===== config.mk =====
export PLATFORM = sky130hd
export DESIGN_NAME = hbsc_top
export DESIGN_NICKNAME = d
export VERILOG_FILES = /design/src/shared/hbsc_pkg.sv /design/src/hdl/hbsc_sync.sv /design/src/hdl/hbsc_top.sv
export SDC_FILE = /design/constraint.sdc
export NUM_CORES = 1
export LEC_CHECK = 0
export BUFFER_PORTS_ARGS = -buffer_cell sky130_fd_sc_hd__buf_4
export CORE_ASPECT_RATIO = 1.2
export CORE_MARGIN = 4
export CORE_UTILIZATION = 44
export DETAILED_ROUTE_END_ITERATION = 16
export HOLD_SLACK_MARGIN = 0.03
export PLACE_DENSITY = 0.87
export SKIP_CTS_REPAIR_TIMING = 1
export SLEW_MARGIN = 5
export SYNTH_ARGS = -nofsm -noshare
export SYNTH_HDL_FRONTEND = slang
export SYNTH_SLANG_ARGS = --single-unit
export TNS_END_PERCENT = 30

===== constraint.sdc =====
create_clock -name sys_clk_i -period 3.7 [get_ports sys_clk_i]
set_input_delay 0.37 -clock sys_clk_i [delete_from_list [all_inputs] [get_ports sys_clk_i]]
set_output_delay 0.37 -clock sys_clk_i [all_outputs]
set_load 0.01 [all_outputs]

===== src/shared/hbsc_pkg.sv =====
// constants and types for the halt and bus stall controller
package hbsc_pkg;
    localparam int HBSC_PMODE_W = 2;
    localparam logic [1:0] HBSC_PMODE_SINGLE = 2'h0;
    localparam logic [1:0] HBSC_PMODE_MEMEXP = 2'h1;
    localparam logic [1:0] HBSC_PMODE_MICRO = 2'h2;
    localparam int HBSC_WAIT_BIT = 2;
    localparam logic [7:0] HBSC_PMR_RESET = 8'h00;
    localparam logic [11:0] HBSC_WDT_PRELOAD = 12'hfff;
    localparam int HBSC_WDT_W = 12;
    localparam int HBSC_DIV32 = 32;
    localparam int HBSC_DIV512 = 512;
    localparam logic [1:0] HBSC_NOWAIT_LOW = 2'h1;
    localparam logic [1:0] HBSC_ONEWAIT_LOW = 2'h2;
    localparam int HBSC_PORT_W = 8;

    typedef enum logic [4:0] {
        HBSC_RUN = 5'h01,
        HBSC_STOP = 5'h02,
        HBSC_WAIT = 5'h04,
        HBSC_READY = 5'h08,
        HBSC_HOLD = 5'h10
    } hbsc_state_e;
endpackage : hbsc_pkg


===== src/hdl/hbsc_sync.sv =====
// two-flop synchroniser for pin inputs, vector wide
`timescale 1ns/1ps
module hbsc_sync #(
    parameter int W = 1,
    parameter logic [W-1:0] INIT = '0
) (
    input wire logic sys_clk_i,
    input wire logic rst_i,
    input wire logic [W-1:0] d_i,
    output logic [W-1:0] q_o
);
    logic [W-1:0] meta_r;
    always_ff @(posedge sys_clk_i or posedge rst_i) begin
        if (rst_i) begin
            meta_r <= INIT;
            q_o <= INIT;
        end else begin
            meta_r <= d_i;
            q_o <= meta_r;
        end
    end
endmodule : hbsc_sync


===== src/hdl/hbsc_top.sv =====
// halt, wait, one-wait, ready and hold control of the processor bus
`timescale 1ns/1ps
// Function
// - stop and wait accepted in every mode
// - strobe frozen during stop, wait, ready
// - wait bit zero gives one-wait externally
// - one-wait doubles strobe low phase
// - wait bit one removes extra wait
// - ready low during an external access freezes bus and ports
// - hold floats P0, P1, P2, P30, P31
// - hold drives P32, P33 low
// - hold keeps P43-P47, P5-P8 unchanged
// - stop halts watchdog, preloads fff, div32
// - wait bit zero adds wait per access
// - reset ending stop/wait keeps RAM; here reset clears ram_keep_o
// - pins, ext-clock serial, event timers wake stop
module hbsc_top
    import hbsc_pkg::*;
(
    input wire logic sys_clk_i,
    input wire logic rst_i,
    input wire logic stop_instruction_i,
    input wire logic wait_instruction_i,
    input wire logic [1:0] pmode_i,
    input wire logic wait_bit_i,
    input wire logic ext_access_i,
    input wire logic ext_irq_pin_i,
    input wire logic ext_serial_irq_i,
    input wire logic event_timer_irq_i,
    input wire logic any_irq_i,
    input wire logic ready_n_i,
    input wire logic hold_n_i,
    input wire logic [7:0] p0_i,
    input wire logic [7:0] p1_i,
    input wire logic [7:0] p2_i,
    input wire logic [7:0] p3_i,
    input wire logic [7:0] p4_i,
    input wire logic [7:0] p5_i,
    input wire logic [7:0] p6_i,
    input wire logic [7:0] p7_i,
    input wire logic [7:0] p8_i,
    input wire logic [7:0] p0_oe_i,
    input wire logic [7:0] p1_oe_i,
    input wire logic [7:0] p2_oe_i,
    input wire logic [7:0] p3_oe_i,
    output logic [7:0] p0_o,
    output logic [7:0] p1_o,
    output logic [7:0] p2_o,
    output logic [7:0] p3_o,
    output logic [7:0] p4_o,
    output logic [7:0] p5_o,
    output logic [7:0] p6_o,
    output logic [7:0] p7_o,
    output logic [7:0] p8_o,
    output logic [7:0] p0_oe_o,
    output logic [7:0] p1_oe_o,
    output logic [7:0] p2_oe_o,
    output logic [7:0] p3_oe_o,
    output logic strobe_o,
    output logic strobe_done_o,
    output logic osc_run_o,
    output logic clk_out_o,
    output logic cpu_stall_o,
    output logic hold_ack_o,
    output logic wdt_run_o,
    output logic wdt_div32_o,
    output logic [11:0] wdt_preload_o,
    output logic wdt_load_o,
    output logic ram_keep_o,
    output logic [4:0] state_o
);
    // =====================================================
    // pin synchronisers
    logic ready_n_s;
    logic hold_n_s;
    logic [1:0] pins_s;
    hbsc_sync #(.W(2), .INIT(2'h3)) u_sync (
        .sys_clk_i(sys_clk_i),
        .rst_i(rst_i),
        .d_i({ready_n_i, hold_n_i}),
        .q_o(pins_s)
    );
    assign ready_n_s = pins_s[1];
    assign hold_n_s = pins_s[0];

    // =====================================================
    // state
    typedef struct packed {
        hbsc_state_e st;
        logic strobe;
        logic [1:0] lowcnt;
        logic in_access;
        logic clk_out;
        logic wdt_div32;
        logic wdt_load;
        logic ram_keep;
        logic [8:0][7:0] port;
        logic [3:0][7:0] oe;
    } hbsc_reg_s;

    hbsc_reg_s s_r;
    hbsc_reg_s s_nxt;

    function automatic logic expansion(input logic [1:0] m);
        expansion = (m == HBSC_PMODE_MEMEXP) || (m == HBSC_PMODE_MICRO);
    endfunction : expansion

    logic stop_wake;
    logic [8:0][7:0] port_in;
    logic [3:0][7:0] oe_in;
    logic [1:0] low_len;

    assign port_in = {p8_i, p7_i, p6_i, p5_i, p4_i, p3_i, p2_i, p1_i, p0_i};
    assign oe_in = {p3_oe_i, p2_oe_i, p1_oe_i, p0_oe_i};
    assign stop_wake = ext_irq_pin_i | ext_serial_irq_i | event_timer_irq_i;
    // wait bit clear doubles low phase on external accesses
    assign low_len = wait_bit_i ? HBSC_NOWAIT_LOW : HBSC_ONEWAIT_LOW;

    always_comb begin
        s_nxt = s_r;
        s_nxt.wdt_load = 1'b0;
        s_nxt.clk_out = ~s_r.clk_out;
        case (s_r.st)
            HBSC_RUN: begin
                s_nxt.port = port_in;
                s_nxt.oe = oe_in;
                if (s_r.in_access) begin
                    if (s_r.lowcnt >= low_len) begin
                        s_nxt.in_access = 1'b0;
                        s_nxt.strobe = 1'b1;
                        s_nxt.lowcnt = 2'h0;
                    end else begin
                        s_nxt.lowcnt = s_r.lowcnt + 2'h1;
                    end
                end else if (ext_access_i) begin
                    s_nxt.in_access = 1'b1;
                    s_nxt.strobe = 1'b0;
                    s_nxt.lowcnt = 2'h1;
                end
                // ready is sampled only mid-access so an idle low line is harmless
                if (stop_instruction_i) begin
                    s_nxt.st = HBSC_STOP;
                    s_nxt.port = s_r.port;
                    s_nxt.strobe = s_r.strobe;
                    s_nxt.in_access = s_r.in_access;
                    s_nxt.lowcnt = s_r.lowcnt;
                    s_nxt.oe = s_r.oe;
                    s_nxt.clk_out = 1'b0;
                    s_nxt.wdt_div32 = 1'b1;
                    s_nxt.wdt_load = 1'b1;
                    s_nxt.ram_keep = 1'b1;
                end else if (wait_instruction_i) begin
                    s_nxt.st = HBSC_WAIT;
                    s_nxt.oe = s_r.oe;
                    s_nxt.port = s_r.port;
                    s_nxt.strobe = s_r.strobe;
                    s_nxt.in_access = s_r.in_access;
                    s_nxt.lowcnt = s_r.lowcnt;
                    s_nxt.ram_keep = 1'b1;
                end else if (s_r.in_access && !ready_n_s) begin
                    s_nxt.st = HBSC_READY;
                    s_nxt.port = s_r.port;
                    s_nxt.oe = s_r.oe;
                    s_nxt.strobe = s_r.strobe;
                    s_nxt.in_access = s_r.in_access;
                    s_nxt.lowcnt = s_r.lowcnt;
                end else if (!hold_n_s && expansion(pmode_i) && !s_r.in_access) begin
                    s_nxt.st = HBSC_HOLD;
                    s_nxt.strobe = 1'b1;
                    s_nxt.port = s_r.port;
                end
            end
            HBSC_STOP: begin
                s_nxt.clk_out = 1'b0;
                if (stop_wake) begin
                    s_nxt.st = HBSC_RUN;
                    s_nxt.ram_keep = 1'b0;
                end
            end
            HBSC_WAIT: begin
                if (any_irq_i || stop_wake) begin
                    s_nxt.st = HBSC_RUN;
                    s_nxt.ram_keep = 1'b0;
                end
            end
            HBSC_READY: begin
                if (ready_n_s) begin
                    s_nxt.st = HBSC_RUN;
                end
            end
            HBSC_HOLD: begin
                if (hold_n_s) begin
                    s_nxt.st = HBSC_RUN;
                end
            end
            default: begin
                s_nxt.st = HBSC_RUN;
            end
        endcase
    end

    // ram_keep is cleared by reset, so the system must latch it before reset
    always_ff @(posedge sys_clk_i or posedge rst_i) begin
        if (rst_i) begin
            s_r <= '{st: HBSC_RUN, strobe: 1'b1, lowcnt: 2'h0, in_access: 1'b0,
                     clk_out: 1'b0, wdt_div32: 1'b0, wdt_load: 1'b0, ram_keep: 1'b0,
                     port: '0, oe: '0};
        end else begin
            s_r <= s_nxt;
        end
    end

    // =====================================================
    // outputs
    logic holding;
    assign holding = (s_r.st == HBSC_HOLD);
    assign p0_o = s_r.port[0];
    assign p1_o = s_r.port[1];
    assign p2_o = s_r.port[2];
    assign p3_o = holding ? {s_r.port[3][7:4], 4'h0} : s_r.port[3];
    assign p4_o = s_r.port[4];
    assign p5_o = s_r.port[5];
    assign p6_o = s_r.port[6];
    assign p7_o = s_r.port[7];
    assign p8_o = s_r.port[8];
    assign p0_oe_o = holding ? 8'h00 : s_r.oe[0];
    assign p1_oe_o = holding ? 8'h00 : s_r.oe[1];
    assign p2_oe_o = holding ? 8'h00 : s_r.oe[2];
    assign p3_oe_o = holding ? {s_r.oe[3][7:4], 4'hc} : s_r.oe[3];
    assign strobe_o = s_r.strobe;
    assign strobe_done_o = s_r.in_access && (s_r.st == HBSC_RUN) && (s_r.lowcnt >= low_len);
    assign osc_run_o = (s_r.st != HBSC_STOP);
    assign clk_out_o = s_r.clk_out;
    assign cpu_stall_o = (s_r.st != HBSC_RUN);
    assign hold_ack_o = holding;
    assign wdt_run_o = !(s_r.st == HBSC_STOP || holding);
    assign wdt_div32_o = s_r.wdt_div32;
    assign wdt_preload_o = HBSC_WDT_PRELOAD;
    assign wdt_load_o = s_r.wdt_load;
    assign ram_keep_o = s_r.ram_keep;
    assign state_o = s_r.st;
endmodule : hbsc_top


==> metrics.csv <==
metric,value,unit
status,finished clean,
"CTS clk-pin slew, worst paths",50,ps
Pre-Repair DR Iteration Count,4,
total negative slack,0,ps
Core Region,13200,µm²
GP Congestion,0.765,
layout cells sized above 1,63.7,%
FILL cells,1044,
die height,136,µm
worst skew pair latency,400,ps
largest net degree at the start of global routing,67,
Diodes inserted,0,
Crit. End Element,output pin,
slew at the pin with the worst max-slew slack,796,ps
hold_ws,88.0,ps
average routed wire per standard cell,16.8,µm
Critical Path AT,2240,ps
Tmin final,2610,ps
synth unique cells,40,
Slew HR,47.0,%
Area Overhead vs Synth,29.8,%
vias in the first global route,4062,
Max clock buf depth,2,
Placed Area,7180,µm²
max_cap viols,0,
Reg area,3040,µm²
Ys Warns,0,
Via-to-Cell Ratio,4.72,
Worst Skew,7.49,ps
I/O Buffers,236,
"Avg Cell Area, Syn",14.1,µm²
initial antenna violation count,0,
Fmax,383,MHz
TritonCTS Sinks,121,
Iteration-0 DRC Markers,136,
endpoints failing hold,0,
met3 wire length,961,µm
Post-Syn Area,5970,µm²
Final #Nets,712,
dpl ws,1170,ps
Rows,46,
Tcrit/Tclk final,70.5,%
initial core utilization,45.1,%
CP Data Required Time,3330,ps
Final setup viols,0,
global route overflow,0,
gr usage total,17.0,%
Leakage,0.00382,µW
Clock Tree Root,clkbuf_16,
worst vdd ir,0.445,mV
FF-to-FF setup slack,1170,ps
worst setup margin,1090,ps
cells after synthesis,423,
die area,15500,µm²
RSZ-0062 raised after global routing,false,
Hold WC Path Type,in -> reg,
max-slew violation count,0,
global-route wire length before repair,20.6,mm
register area share after synthesis,50.8,%
"most common cell after layout, fill and taps aside",buf_4,
dpl cells,740,
Top Ports,249,
H-Tree Depth,4,
via count,3640,
"EDFF count, synth",0,
ANT nets after route,0,
Non-Filler Instances,772,
most frequent cells in the layout,"buf_4 (240), dfrtp_1 (115), mux2_4 (70)",
Post-synth top flop,dfrtp_1,
DP Wirelength,9.91,mm
area of the multi-input gates,2080,µm²
top fanout value on the critical path,24,
"FF+latch count, synth",121,
Finished Cell Area,7750,µm²
PwrDens,867,nW/µm²
Met2 Routed Length,7.00,mm
Crit Path Class,reg -> out,
WL final,13.0,mm
CTS tree,yes,
Post-Route M1 WL,4.71,mm
CP startpoint kind,flop,
"Async S/R FF share, synth",100,%
Die W,114,µm
Num CTS Buffers,17,
highest metal used,met4,
DRC violations left,0,
cell families after synthesis:
kind of cell    count (synthesis)  share of synthesized area (%)
buf+inv                       111                           15.0
compound gates                 18                           2.10
mux                           104                           24.0
simple gates                   64                           7.23
fa+ha+maj                       3                          0.629
xor+xnor                        1                          0.147
other cells                     1                         0.0628
flops                         121                           50.8
critical path: stages, from the launching register on:
cell and delay [ps]:
dfrtp_1 460, nor3_4 300, nand3b_1 400, buf_4 360, and2_1 180, buf_4 140
synthesized netlist by cell type, types with 3 or more instances:
| master | count | share of area, % |
|---|---|---|
| dfstp_2 | 6 | 2.6 |
| dfrtp_1 | 115 | 48 |
| o22ai_1 | 4 | 0.42 |
| nand3_1 | 3 | 0.25 |
| buf_6 | 4 | 0.75 |
| nor3_1 | 5 | 0.42 |
| inv_1 | 8 | 0.50 |
| clkbuf_1 | 3 | 0.19 |
| buf_4 | 89 | 11 |
| buf_12 | 7 | 2.3 |
| mux2_4 | 70 | 18 |
| mux2_2 | 32 | 6.0 |
| nand2b_1 | 4 | 0.42 |
| o21ai_0 | 4 | 0.34 |
| nand2_1 | 4 | 0.25 |
| ha_1 | 3 | 0.63 |
| and2_1 | 30 | 3.1 |
| nor2_1 | 4 | 0.25 |
sequential cells by signal, indices dropped and copies added (netlist names), 8 cells and up:
register / cells
s_r: 43
p0_o: 8
p1_o: 8
p2_o: 8
p4_o: 8
p5_o: 8
p6_o: 8
p7_o: 8
p8_o: 8
power by group:
group	internal [µW]	switching [µW]
Sequential	1960	384
Combinational	1730	1080
Clock	1020	553
Total	4700	2010
metal layers:
layer	vias to the layer above	global-route usage, %
met2	165	30.6
met4	0	7.79
met5	-	0
met1	1783	18.3
met3	23	4.96
li1	1669	-
through the flow:
step           utilization, %  total power [µW]
3_3_place_gp             54.3              5060
3_5_place_dp             54.3              5200
6_report                 58.5              6720
2_1_floorplan               -              4430
5_1_grt                  58.5              7080
4_1_cts                  58.5              6810
final timing paths:
path	startpoint	endpoint	cells after the start
setup / recovery	state_o[1]	p2_oe_o[2]	5
hold / removal	hold_n_i	u_sync.meta_r[0]	1
setup reg to reg	state_o[0]	p8_o[7]	5
hold reg to reg	u_sync.meta_r[0]	u_sync.q_o[0]	0
max in group asynchronous	rst_i	u_sync.meta_r[1]	3
min in group asynchronous	rst_i	p0_o[6]	2
area by class of cell:
cell class	count	share of cell area (%)
inverters	8	0.420
clock inverters	10	1.32
repair buffers	241	23.5
clock buffers	22	5.99
multi-input cells	202	26.9
flip-flops and latches	121	39.2
well taps	168	2.71
No activity file was read; power rests on OpenSTA's default activity.
